--- config.mk ---
export PLATFORM = sky130hd
export DESIGN_NAME = crm_monitor
export DESIGN_NICKNAME = d
export VERILOG_FILES = /design/src/logic/crm_pkg.sv /design/src/logic/crm_monitor.sv
export SDC_FILE = /design/constraint.sdc
export NUM_CORES = 1
export LEC_CHECK = 0
export ABC_CLOCK_PERIOD_IN_PS = 126300
export BUFFER_PORTS_ARGS = -buffer_cell sky130_fd_sc_hd__buf_2
export CAP_MARGIN = 10
export CORE_AREA = 2 2 297 299
export CTS_CLUSTER_DIAMETER = 40
export CTS_CLUSTER_SIZE = 28
export DETAILED_ROUTE_END_ITERATION = 16
export DIE_AREA = 0 0 299 301
export SLEW_MARGIN = 10
export SYNTH_ARGS = -nofsm -noshare
export SYNTH_HDL_FRONTEND = slang
export SYNTH_SLANG_ARGS = --single-unit
--- constraint.sdc ---
create_clock -name clk_sys -period 126.3 [get_ports clk_sys]
set_input_delay 12.63 -clock clk_sys [delete_from_list [all_inputs] [get_ports clk_sys]]
set_output_delay 12.63 -clock clk_sys [all_outputs]
set_load 0.1 [all_outputs]
--- src/logic/crm_pkg.sv ---
// Constants and types shared by the configuration readback CRC monitor
package crm_pkg;

  // Clock and timing
  localparam int CLK_PERIOD_NS = 40;
  localparam int CLK_MHZ       = 1000 / CLK_PERIOD_NS;

  // Register word addresses
  localparam logic [2:0] ADDR_CTRL   = 3'h0;
  localparam logic [2:0] ADDR_RATE   = 3'h1;
  localparam logic [2:0] ADDR_REF    = 3'h2;
  localparam logic [2:0] ADDR_STATUS = 3'h3;
  localparam logic [2:0] ADDR_CRC    = 3'h4;

  // Control fields
  localparam int CTRL_EN_BIT  = 0;
  localparam int CTRL_ACT_LSB = 1;
  localparam int CTRL_ACT_MSB = 2;
  localparam int CTRL_PIN_BIT = 3;
  localparam int CTRL_SRC_BIT = 4;
  localparam int RATE_IDX_MSB = 3;

  // Status fields
  localparam int STAT_ERR_BIT  = 0;
  localparam int STAT_RUN_BIT  = 1;
  localparam int STAT_HALT_BIT = 2;
  localparam int STAT_REFV_BIT = 3;
  localparam int STAT_RSV_BIT  = 4;
  localparam int STAT_PIN_BIT  = 5;

  // Mismatch actions
  localparam logic [1:0] ACT_HALT       = 2'h0;
  localparam logic [1:0] ACT_CONTINUE   = 2'h1;
  localparam logic [1:0] ACT_FIX_RESUME = 2'h2;
  localparam logic [1:0] ACT_FIX_STOP   = 2'h3;

  // Reference source
  localparam logic SRC_PRECOMPUTED = 1'b0;
  localparam logic SRC_FIRST_PASS  = 1'b1;

  // Device variants
  localparam logic VARIANT_A = 1'b0;
  localparam logic VARIANT_B = 1'b1;

  // Reset values
  localparam logic       EN_DEFAULT       = 1'b0;
  localparam logic       PIN_FLAG_DEFAULT = 1'b1;
  localparam logic [3:0] RATE_IDX_DEFAULT = 4'h0;
  localparam logic [31:0] REF_DEFAULT     = 32'h0000_0000;

  // Rate steps in MHz, index 0 is the 1 MHz default
  localparam logic [3:0] RATE_COUNT_A = 4'hd;
  localparam logic [3:0] RATE_COUNT_B = 4'h7;
  localparam logic [12:0][7:0] RATE_STEPS_A = {8'h42, 8'h32, 8'h28, 8'h21, 8'h1a, 8'h16, 8'h10,
                                               8'h0c, 8'h0a, 8'h06, 8'h04, 8'h02, 8'h01};
  localparam logic [6:0][7:0]  RATE_STEPS_B = {8'h32, 8'h19, 8'h0d, 8'h06, 8'h03, 8'h02, 8'h01};

  // Configuration memory and CRC
  localparam int          MEM_AW    = 6;
  localparam logic [5:0]  MEM_LAST  = 6'h3f;
  localparam logic [31:0] CRC_POLY  = 32'h04c1_1db7;
  localparam logic [31:0] CRC_INIT  = 32'hffff_ffff;

  // Checker states
  typedef enum logic [5:0] {
    CRM_IDLE  = 6'h01,
    CRM_SCAN  = 6'h02,
    CRM_FOLD  = 6'h04,
    CRM_CHECK = 6'h08,
    CRM_FIX   = 6'h10,
    CRM_HALT  = 6'h20
  } crm_state_type;

endpackage

--- src/logic/crm_monitor.sv ---
// Configuration readback CRC monitor with Avalon-MM register slave
//
// The placing of the registers and the Avalon-MM register port were chosen for this implementation.
`timescale 1ns/1ps
module crm_monitor
  import crm_pkg::*;
#(
  parameter logic VARIANT = VARIANT_A
) (
  input  wire logic              clk_sys,
  input  wire logic              reset,
  input  wire logic [2:0]        avs_address,
  input  wire logic              avs_read,
  input  wire logic              avs_write,
  input  wire logic [31:0]       avs_writedata,
  input  wire logic [3:0]        avs_byteenable,
  output logic      [31:0]       avs_readdata,
  output logic                   avs_waitrequest,
  output logic                   mem_rd_en,
  output logic      [MEM_AW-1:0] mem_rd_addr,
  input  wire logic [31:0]       mem_rd_data,
  output logic                   fix_req,
  input  wire logic              fix_done,
  output logic                   upset_error,
  input  wire logic              status_pin_i,
  output logic                   status_pin_o,
  output logic                   status_pin_oe,
  output logic                   pin_user_free
);

  ////////////////////////////////////////////////////////////////////////////
  // State

  typedef struct packed {
    crm_state_type     state;
    logic              en;
    logic [1:0]        action;
    logic              pin_flag;
    logic              source;
    logic [3:0]        rate_idx;
    logic [31:0]       ref_crc;
    logic              ref_valid;
    logic              err;
    logic [31:0]       crc;
    logic [31:0]       last_crc;
    logic [MEM_AW-1:0] addr;
    logic [7:0]        div_cnt;
    logic              ack;
    logic [31:0]       rdata;
    logic              rd_en;
    logic              pin_s1;
    logic              pin_s2;
    logic              pin_oe;
  } crm_regs_type;

  // Variant decides the default action
  localparam logic [1:0] ACT_DEFAULT = (VARIANT == VARIANT_A) ? ACT_HALT : ACT_CONTINUE;

  localparam crm_regs_type REGS_RESET = '{
    state:     CRM_IDLE,
    en:        EN_DEFAULT,
    action:    ACT_DEFAULT,
    pin_flag:  PIN_FLAG_DEFAULT,
    source:    SRC_PRECOMPUTED,
    rate_idx:  RATE_IDX_DEFAULT,
    ref_crc:   REF_DEFAULT,
    ref_valid: 1'b0,
    err:       1'b0,
    crc:       CRC_INIT,
    last_crc:  CRC_INIT,
    addr:      '0,
    div_cnt:   8'h00,
    ack:       1'b0,
    rdata:     32'h0000_0000,
    rd_en:     1'b0,
    pin_s1:    1'b0,
    pin_s2:    1'b0,
    pin_oe:    1'b0
  };

  crm_regs_type r_reg;
  crm_regs_type r_next;
  logic         tick;

  ////////////////////////////////////////////////////////////////////////////
  // Helpers

  // CRC-32 folded over one word, msb first
  function automatic logic [31:0] crc_word(input logic [31:0] c, input logic [31:0] d);
    logic [31:0] v;
    logic        fb;
    v = c;
    for (int i = 31; i >= 0; i--) begin
      fb = v[31] ^ d[i];
      v  = {v[30:0], 1'b0} ^ (fb ? CRC_POLY : 32'h0000_0000);
    end
    return v;
  endfunction

  // Only listed steps are legal
  function automatic logic rate_ok(input logic [3:0] idx);
    return (VARIANT == VARIANT_A) ? (idx < RATE_COUNT_A) : (idx < RATE_COUNT_B);
  endfunction

  // System cycles per readback word, rounded up; rates above clk_sys get a count of one
  // Never zero: the slowest step gives the largest count, which fits eight bits
  function automatic logic [7:0] rate_div(input logic [3:0] idx);
    logic [7:0] mhz;
    int         q;
    mhz = 8'h01;
    if (VARIANT == VARIANT_A) begin
      if (idx < RATE_COUNT_A) mhz = RATE_STEPS_A[idx];
    end else begin
      if (idx < RATE_COUNT_B) mhz = RATE_STEPS_B[idx[2:0]];
    end
    q = (CLK_MHZ + int'(mhz) - 1) / int'(mhz);
    return q[7:0];
  endfunction

  // Byte-enable merge
  function automatic logic [31:0] be_merge(input logic [31:0] o, input logic [31:0] w, input logic [3:0] be);
    logic [31:0] v;
    v = o;
    for (int b = 0; b < 4; b++) begin
      if (be[b]) v[b*8 +: 8] = w[b*8 +: 8];
    end
    return v;
  endfunction

  ////////////////////////////////////////////////////////////////////////////
  // Next state

  // Bus slave, rate divider and checker sequence
  // Memory data is taken at the edge that ends the read strobe cycle, so the far
  // side must answer within that cycle; the address stands through the whole strobe
  always_comb begin
    logic [31:0] ctrl_w;
    ctrl_w = 32'h0000_0000;
    r_next = r_reg;
    // Status pin through two flops before the status read sees it
    r_next.pin_s1 = status_pin_i;
    r_next.pin_s2 = r_reg.pin_s1;
    r_next.rd_en  = 1'b0;

    // One wait state on every access; the answer then stands for a single cycle
    // and a request held past it starts a fresh access
    r_next.ack = (avs_read | avs_write) & ~r_reg.ack;
    if (r_next.ack) begin
      r_next.rdata = 32'h0000_0000;
      case (avs_address)
        ADDR_CTRL: begin
          r_next.rdata[CTRL_EN_BIT]                  = r_reg.en;
          r_next.rdata[CTRL_ACT_MSB:CTRL_ACT_LSB]    = r_reg.action;
          r_next.rdata[CTRL_PIN_BIT]                 = r_reg.pin_flag;
          r_next.rdata[CTRL_SRC_BIT]                 = r_reg.source;
        end
        ADDR_RATE:   r_next.rdata[RATE_IDX_MSB:0] = r_reg.rate_idx;
        ADDR_REF:    r_next.rdata = r_reg.ref_crc;
        ADDR_STATUS: begin
          r_next.rdata[STAT_ERR_BIT]  = r_reg.err;
          r_next.rdata[STAT_RUN_BIT]  = (r_reg.state != CRM_IDLE) && (r_reg.state != CRM_HALT);
          r_next.rdata[STAT_HALT_BIT] = (r_reg.state == CRM_HALT);
          r_next.rdata[STAT_REFV_BIT] = r_reg.ref_valid;
          r_next.rdata[STAT_RSV_BIT]  = ~pin_user_free;
          r_next.rdata[STAT_PIN_BIT]  = r_reg.pin_s2;
        end
        ADDR_CRC:    r_next.rdata = r_reg.last_crc;
        default:     r_next.rdata = 32'h0000_0000;
      endcase
    end

    // Register writes take effect when waitrequest is low
    if (avs_write && r_reg.ack) begin
      case (avs_address)
        ADDR_CTRL: begin
          ctrl_w = 32'h0000_0000;
          ctrl_w[CTRL_EN_BIT]               = r_reg.en;
          ctrl_w[CTRL_ACT_MSB:CTRL_ACT_LSB] = r_reg.action;
          ctrl_w[CTRL_PIN_BIT]              = r_reg.pin_flag;
          ctrl_w[CTRL_SRC_BIT]              = r_reg.source;
          ctrl_w = be_merge(ctrl_w, avs_writedata, avs_byteenable);
          r_next.en       = ctrl_w[CTRL_EN_BIT];
          r_next.action   = ctrl_w[CTRL_ACT_MSB:CTRL_ACT_LSB];
          r_next.pin_flag = ctrl_w[CTRL_PIN_BIT];
          r_next.source   = ctrl_w[CTRL_SRC_BIT];
        end
        ADDR_RATE: begin
          if (avs_byteenable[0] && rate_ok(avs_writedata[RATE_IDX_MSB:0])) begin
            r_next.rate_idx = avs_writedata[RATE_IDX_MSB:0];
          end
        end
        ADDR_REF: r_next.ref_crc = be_merge(r_reg.ref_crc, avs_writedata, avs_byteenable);
        default: ;
      endcase
    end

    // Readback pacing at the selected rate
    // The divider free-runs outside idle, so the first word of a pass may wait a full
    // period; steps above the system clock fall back to one word every two cycles
    tick = (r_reg.div_cnt == 8'h00);
    if (tick || r_reg.state == CRM_IDLE) begin
      r_next.div_cnt = rate_div(r_reg.rate_idx) - 8'h01;
    end else begin
      r_next.div_cnt = r_reg.div_cnt - 8'h01;
    end

    // Checker sequence
    case (r_reg.state)
      CRM_IDLE: begin
        r_next.crc  = CRC_INIT;
        r_next.addr = '0;
        if (r_reg.en) begin
          r_next.ref_valid = (r_reg.source == SRC_PRECOMPUTED);
          r_next.state     = CRM_SCAN;
        end
      end
      CRM_SCAN: begin
        if (tick) begin
          r_next.rd_en = 1'b1;
          r_next.state = CRM_FOLD;
        end
      end
      CRM_FOLD: begin
        r_next.crc = crc_word(r_reg.crc, mem_rd_data);
        if (r_reg.addr == MEM_LAST) begin
          r_next.state = CRM_CHECK;
        end else begin
          r_next.addr  = r_reg.addr + 1'b1;
          r_next.state = CRM_SCAN;
        end
      end
      CRM_CHECK: begin
        r_next.last_crc = r_reg.crc;
        r_next.crc      = CRC_INIT;
        r_next.addr     = '0;
        r_next.state    = CRM_SCAN;
        // First pass of a first-pass source only captures the reference
        if (!r_reg.ref_valid) begin
          r_next.ref_crc   = r_reg.crc;
          r_next.ref_valid = 1'b1;
        end else if (r_reg.crc != r_reg.ref_crc) begin
          r_next.err = 1'b1;
          case (r_reg.action)
            ACT_HALT:       r_next.state = CRM_HALT;
            ACT_CONTINUE:   r_next.state = CRM_SCAN;
            ACT_FIX_RESUME: r_next.state = CRM_FIX;
            ACT_FIX_STOP:   r_next.state = CRM_FIX;
            default:        r_next.state = CRM_HALT;
          endcase
        end
      end
      // Correction request stands until the far side reports done
      CRM_FIX: begin
        if (fix_done) begin
          r_next.state = (r_reg.action == ACT_FIX_RESUME) ? CRM_SCAN : CRM_HALT;
        end
      end
      CRM_HALT: r_next.state = CRM_HALT;
      default:  r_next.state = CRM_IDLE;
    endcase

    // Clearing the enable stops everything at once
    // The error flag survives the stop so a slow observer still sees it
    if (!r_next.en) begin
      r_next.state = CRM_IDLE;
      r_next.rd_en = 1'b0;
    end

    // Open-drain low on error only while the pin flag is set
    r_next.pin_oe = r_next.err & r_next.pin_flag;
  end

  ////////////////////////////////////////////////////////////////////////////
  // Registers

  // All state in one register; asynchronous reset loads constants only
  always_ff @(posedge clk_sys or posedge reset) begin
    if (reset) begin
      r_reg <= REGS_RESET;
    end else begin
      r_reg <= r_next;
    end
  end

  ////////////////////////////////////////////////////////////////////////////
  // Outputs

  // Bus handshake
  assign avs_waitrequest = (avs_read | avs_write) & ~r_reg.ack;
  assign avs_readdata    = r_reg.rdata;

  // Memory readback and correction request
  assign mem_rd_en   = r_reg.rd_en;
  assign mem_rd_addr = r_reg.addr;
  assign fix_req     = (r_reg.state == CRM_FIX);

  // Error site and status pin
  // Open-drain pin: only ever pulled low, the board pull-up gives the idle level
  assign upset_error   = r_reg.err;
  assign status_pin_o  = 1'b0;
  assign status_pin_oe = r_reg.pin_oe;
  assign pin_user_free = (VARIANT == VARIANT_B) & ~r_reg.pin_flag;

endmodule

; ---- Word level (Yosys, flattened, before mapping)
; Memory sizes are Yosys's and may differ from the RTL's.
; Index checks and enable logic that the tools add are counted.
; W data, S select, Z words.
[classes]
n_addsub = 5
mul = 0
div = 1
n_lt_le_gt_ge = 3
n_eq_ne = 22
shift = 0
mux = 73
bitwise = 69
n_reduce_logical = 16
[op_table]
columns = op, count
row1 = $xor A32 B27 Y32, 32
row2 = $mux W27, 32
row3 = $mux W32, 2
row4 = $mux W8, 8
row5 = $pmux W32 S2, 1
row6 = $pmux W26 S2, 1
row7 = $mux W6, 8
row8 = $mux W41, 1
row9 = $pmux W6 S6, 1
row10 = $mux W33, 1
row11 = $div A32 B9 Y32, 1
row12 = $ne A32 B32 Y1, 1
row13 = $xor A1 B1 Y1, 32
row14 = $pmux W4 S5, 1
row15 = $pmux W6 S3, 1
row16 = $sub A8 B1 Y8 const B, 2
row17 = $eq A6 B6 Y1 const B, 2
row18 = $mux W4, 3
row19 = $pmux W6 S2, 1
row20 = $mux W5, 2
row21 = $sub A9 B1 Y10 const B, 1
row22 = $add A5 B8 Y9 const A, 1
row23 = $ne A3 B3 Y1 const B, 3
row24 = $reduce_and A3 Y1, 3
row25 = 31 further kinds, 48
[word_totals]
register_bits = 164
latchBits = 0
mem_bits_rw = 0
romBits = 128
inputBits = 77
out_inout_bits = 45
elab_cells = 209
n_memories = 1
[memory_table]
columns = name, words, width, rd, rd_clocked_by_memory_dff, write_ports, line_no
row1 = (no name shown), 16, 8, 1, 0, 0, crm_monitor.sv:112  ; if (idx < RATE_COUNT_A) mhz = RATE_STEPS_A[idx];

; ---- Depth between registers and ports, before layout
; Gate-level depths: netlist of run 1.
[depth]
depth_word = 97
ltp_mapped = 421
ltp_nobuf = 388

; ---- Least setup slack after synthesis of run 1
; No wires, ideal clock.
[synth_path]
kind = reg-to-reg
from = register r_reg[151] (netlist name)
to = register r_reg[41] (netlist name)
setup_time_ns = 0.079
t_arrival_ns = 79.101
required_time_ns = 126.221
slack_ns = 47.120
stages_incl_launch_ff = 404
n_path_buf = 33
period_less_slack_ns = 79.180
path_cell_list = dfrtp_1 buf_4 buf_4 nor3b_1 a21oi_1 inv_1 ha_1 nor2b_1 nand2_1 nor2_1 ha_1 nand2b_1 a221oi_2 a31oi_1 or3_1 clkbuf_1 inv_1 ha_1 [... 368 more ...] o21ai_0 ha_1 nand2b_1 a21o_1 a21o_1 a21oi_1 nor2b_1 o21ai_0 or2_2 o21ai_0 a22o_1 nor3b_1 nand3_2 nand2_1 ha_1 inv_1 nor2_1 xor2_1
[synth_rtl]
columns = item, line_no
row1 = "start, declared", crm_monitor.sv:81  ; crm_regs_type r_reg;
row2 = "start signal, assigned", crm_monitor.sv:281  ; r_reg <= r_next;

==> results of run 1 <==
[how the worst min path moves through the flow]
stage	cells past startpoint	slack [ns]	to	startpoint
CTS	0	0.36	r_reg[1]	r_next[1]
finish	0	0.36	r_reg[1]	r_next[1]
global placement	0	0.35	r_reg[1]	r_next[1]
global route	0	0.37	r_reg[1]	r_next[1]
detailed placement	0	0.35	r_reg[1]	r_next[1]
floorplan	0	0.33	r_reg[1]	r_next[1]
[final cells by class]
type	count	share of cell area [%]
Tap cell	1155	4.49
Inverter	72	0.855
Antenna cell	1	0.00777
Multi-Input combinational cell	3522	77.3
Clock inverter	14	0.528
Sequential cell	164	13.0
Timing Repair Buffer	148	2.53
Clock buffer	18	1.33
[logic make-up (layout without fill, tap and decap cells)]
| kind of cell | Yosys count | after routing | synth area share [%] |
|---|---|---|---|
| other cells | 2 | 16 | 0.0249 |
| buf+inv | 235 | 252 | 3.95 |
| flops | 164 | 164 | 13.9 |
| fa+ha+maj | 215 | 215 | 8.91 |
| compound gates | 1149 | 1149 | 27.8 |
| simple gates | 1528 | 1528 | 26.3 |
| mux | 180 | 180 | 6.45 |
| xor+xnor | 435 | 435 | 12.7 |
[through the flow]
step | cell area [um^2] | worst slack [ns]
5_1_grt | 32200 | 25.80
6_report | 32200 | 34.50
2_1_floorplan | 30200 | 47.12
3_3_place_gp | 31600 | 38.07
3_5_place_dp | 31600 | 35.38
4_1_cts | 32200 | 35.19
[metal layers]
metal / vias to the layer above / GRT usage [%] / wire length [um]
li1: 14800 / - / -
met3: 96 / 1.65 / 4450
met2: 890 / 33.3 / 42800
met5: - / 0 / 0
met4: 0 / 3.27 / 1620
met1: 14400 / 30.5 / 47600
[worst max-delay path: cells and delay by family (launching register included)]
| family | cells | cell delay, ns |
|---|---|---|
| adder cells (fa/ha/maj) | 33 | 9.89 |
| buffers and inverters | 11 | 1.25 |
| XOR/XNOR | 1 | 0.15 |
| multiplexers | 8 | 2.58 |
| AO/OA/AOI/OAI | 189 | 41.08 |
| flip-flops | 1 | 0.98 |
| AND/OR/NAND/NOR | 128 | 35.61 |
[cell usage in the layout, fill, tap and decap left out, types with 24 or more instances in the layout]
cell type,instances
nor2b_1,42
or3_1,44
buf_2,119
and2_1,50
o21a_1,144
mux2i_1,86
nor2_1,338
a21oi_1,163
ha_1,213
nand2_1,335
nor3_1,235
dfstp_2,66
xnor2_1,330
dfrtp_1,98
buf_4,29
o21ai_1,24
nand4_1,68
o21ai_0,201
or2_2,37
a22oi_1,38
a211oi_1,33
and3_1,39
inv_1,70
o211ai_1,48
a21o_1,39
nor4_1,41
xor2_1,104
a31oi_1,38
mux2_2,86
o31ai_1,78
nand2b_1,50
nand3_1,97
==> results_dict.tcl, run 1 <==
set metrics [dict create \
    run_status "finished clean" \
    yosys_warnings 0 \
    die-area_mm2 0.0900 \
    wirelength_mm 96.5 \
    clk_latency_ns 0.43 \
    die_w_um 299 \
    yosysSeqAreaShare_pct 13.9 \
    grt_start_max_net_pins 98 \
    cts_max_level 4 \
    slew_headroom_pct 25.5 \
    core-area_mm2 0.0865 \
    path_max_fanout 26 \
    cts_resized 0 \
    ios 122 \
    grt_overflow 0 \
    place_congestion 0.937 \
    synth_most_common_cell "nor2_1" \
    yosysTopAreaCell "xnor2_1" \
    clk_path_buf_depth 2 \
    route.detailed.wl_per_inst_um 18.9 \
    r2r_slack_ns 34.50 \
    clock-sinks 164 \
    max_stage_delay_ns 0.98 \
    syn_area_per_cell_um2 7.72 \
    end_kind "register" \
    grt_usage_pct 20.7 \
    ys_ff_latch 164 \
    crit_type "register to register" \
    start_kind "register" \
    ant_nets 0 \
    finalCritPeriodShare_pct 72.7 \
    fp-row-count 108 \
    drv_cap 0 \
    hold_class "register to register" \
    synthTopCellsByCount "nor2_1 (339), nand2_1 (336), xnor2_1 (330)" \
    critPathArrivalTime_ns 92.15 \
    viasPerCell 5.92 \
    cpMaxStageDelayCell "dfrtp_1" \
    worstSetupStartpoint "r_reg[151]" \
    r2r_end "r_reg[41]" \
    hpwl_mm 77.1 \
    finalMaxSlewViolations 0 \
    cp-endpoint "r_reg[41]" \
    syn_inst 3908 \
    min_period_ns 91.80 \
    vias 30200 \
    cts-buffers-inserted 17 \
    grt_pass1_wl_mm 155 \
    r2r-start "r_reg[151]" \
    post_cts_buffers 0 \
    chipHeight_um 301 \
    postSynth.asyncResetShare_pct 100 \
    tightest_slew_ns 1.09 \
    fin_tns_setup_ns 0 \
    fmax_ghz 0.0109 \
    largest_register_ffs 122 \
    finalSetupViolations 0 \
    syn_to_final_growth_pct 6.75 \
    worstRegToRegCells 370 \
    ys_types 142 \
    dp.cells 5061 \
    start_util_pct 34.9 \
    regArea_mm2 0.00419 \
    path_common_cell "o21a_1" \
    fin_skew_ns 0.0105 \
    rsz0062_at_grt "false" \
    grt_pass1_vias 27800 \
    drtIter0Drc 2173 \
    fin_nets 4215 \
    fin_cells 5094 \
    worstPathRequired_ns 126.65 \
    drt-pass1-iter-count 7 \
    multi_input_area_mm2 0.0249 \
    synth_top_area_share_pct 9.58 \
    final_util_pct 37.2 \
    route.detailed.drc 0 \
    clkTransAtPathRegs_ns 0.07 \
    finalHoldViolations 0 \
    cts_root_buf "clkbuf_16" \
    ys.flop_type "dfrtp_1" \
    cts-hold-fix-buffers 0 \
    fillCellCount 9039 \
    cts_tree "done" \
    synth_edf_count 0 \
    drive_gt1_share_pct 12.9 \
    synth_area_leaders "xnor2_1 (9.6%), ha_1 (8.8%), dfrtp_1 (8.1%)" \
    portBuffers 119 \
    fin_hold_ws_ns 0.363 \
    antenna_found_initial 2 \
    netlist_area_mm2 0.0302 \
]
Power of run 1 is not shown: default switching activity piles up to over one toggle a cycle in this logic, so the estimate is an artifact.
==> inputs of run 2 (changes only) <==
Settings changed: ABC_CLOCK_PERIOD_IN_PS 126300 to 96100.
Clock period 126.3 ns to 96.1 ns, I/O delays scaled along.
==> results_dict.tcl, run 2 (same netlist as run 1, synthesis figures left out) <==
set metrics [dict create \
    fin_tns_setup_ns 0 \
    hpwl_mm 76.9 \
    viasPerCell 5.94 \
    cts_root_buf "clkbuf_16" \
    path_common_cell "o21a_1" \
    core-area_mm2 0.0865 \
    run_status "finished clean" \
    cts-buffers-inserted 17 \
    die-area_mm2 0.0900 \
    end_kind "register" \
    max_stage_delay_ns 0.72 \
    route.detailed.wl_per_inst_um 18.9 \
    worstRegToRegCells 378 \
    syn_to_final_growth_pct 7.41 \
    finalMaxSlewViolations 0 \
    grt_start_max_net_pins 65 \
    cts_max_level 4 \
    dp.cells 5063 \
    die_w_um 299 \
    drv_cap 0 \
    fin_nets 4230 \
    wirelength_mm 96.7 \
    finalCritPeriodShare_pct 91.8 \
    slew_headroom_pct 27.8 \
    crit_type "register to register" \
    drt-pass1-iter-count 7 \
    vias 30300 \
    start_kind "register" \
    final_common_cell "nor2_1" \
    grt_usage_pct 20.5 \
    met2_usage_pct 32.3 \
    clk_latency_ns 0.45 \
    antenna_found_initial 7 \
    rsz0062_at_grt "false" \
    fin_skew_ns 0.0263 \
    clock-sinks 164 \
    worstPathRequired_ns 96.46 \
    final_cell_mix "nor2_1 (336), nand2_1 (335), xnor2_1 (330), nor3_1 (235), ha_1 (213)" \
    ant_nets 0 \
    chipHeight_um 301 \
    dp_slack_ns 5.32 \
    fp-row-count 108 \
    grt.busiest_layer "met2" \
    min_period_ns 88.23 \
    worstHoldPathCells 0 \
    tightest_slew_ns 1.08 \
    drtIter0Drc 2301 \
    cts_tree "done" \
    fin_cells 5110 \
    drive_gt1_share_pct 13.5 \
    finalHoldViolations 0 \
    ios 122 \
    route.detailed.drc 0 \
    globalRouteMet3Util_pct 2.58 \
    grt_pass1_wl_mm 153 \
    cpMaxStageDelayCell "or4_1" \
    finalSetupViolations 0 \
    clk_path_buf_depth 2 \
    hold_class "register to register" \
    path_max_fanout 19 \
    critPathArrivalTime_ns 88.60 \
    grt_overflow 0 \
    largest_register_ffs 122 \
    fin_ws_ns 7.87 \
    grt_pass1_vias 28000 \
    start_util_pct 34.9 \
    place_congestion 0.935 \
    fmax_ghz 0.0113 \
    clkTransAtPathRegs_ns 0.07 \
    met1_usage_pct 29.4 \
    portBuffers 119 \
]
-- run 2: changes by cell type in the layout (fill, tap and decap cells not counted), moves of 2 or more --
cell	change
dfrtp_2	+2
dfrtp_1	-2
or3_1	-2
nor2_1	-2
buf_4	+14
or3_4	+2
inv_8	+3
-- run 2: repair_timing --
action | 4_1_cts | 5_1_grt
buffers inserted | 0 | 13
gates resized for setup | 0 | 17
hold buffers | 0 | 0
setup endpoints to repair | 0 | 8
-- run 2: final timing paths --
check / end / slack [ns] / start
setup / recovery: r_reg[41] / 7.87 / r_reg[149]
hold / removal: r_reg[1] / 0.36 / r_next[1]
setup reg to reg: r_reg[41] / 7.87 / r_reg[149]
hold reg to reg: r_reg[1] / 0.36 / r_next[1]
max in group asynchronous: r_reg[127] / 85.69 / reset
min in group asynchronous: avs_readdata[29] / 9.23 / reset
-- run 2: critical path, delay by kind of cell (launching register included) --
kind,cells,cell delay (ns)
compound gates,193,40.98
buf+inv,13,1.67
fa+ha+maj,35,10.55
simple gates,126,31.16
flops,1,0.58
mux,9,2.68
xor+xnor,2,0.34
-- run 2: through the flow --
stage | instance area, um^2 | hold WS, ns | util [%]
global placement | 31600 | 0.340 | 36.6
floorplan | 30200 | 0.331 | -
finish | 32400 | 0.357 | 37.5
global route | 32400 | 0.368 | 37.5
CTS | 32200 | 0.359 | 37.2
detailed placement | 31600 | 0.346 | 36.6
-- run 2: per-layer routing --
| layer | wire length, um | up-vias |
|---|---|---|
| met5 | 40 | - |
| met4 | 2450 | 6 |
| met3 | 5320 | 138 |
| met2 | 42100 | 972 |
| met1 | 46800 | 14400 |
| li1 | - | 14800 |
-- run 2: cell type report --
cell class                      count  area, um^2
Timing Repair Buffer              163         938
Inverter                           72         275
Antenna cell                        2        5.00
Multi-Input combinational cell   3522       25000
Sequential cell                   164        4190
Tap cell                         1155        1450
Clock inverter                     15         168
Fill cell                        9063       54100
Clock buffer                       17         425
Power of run 2 is left out for the same reason.
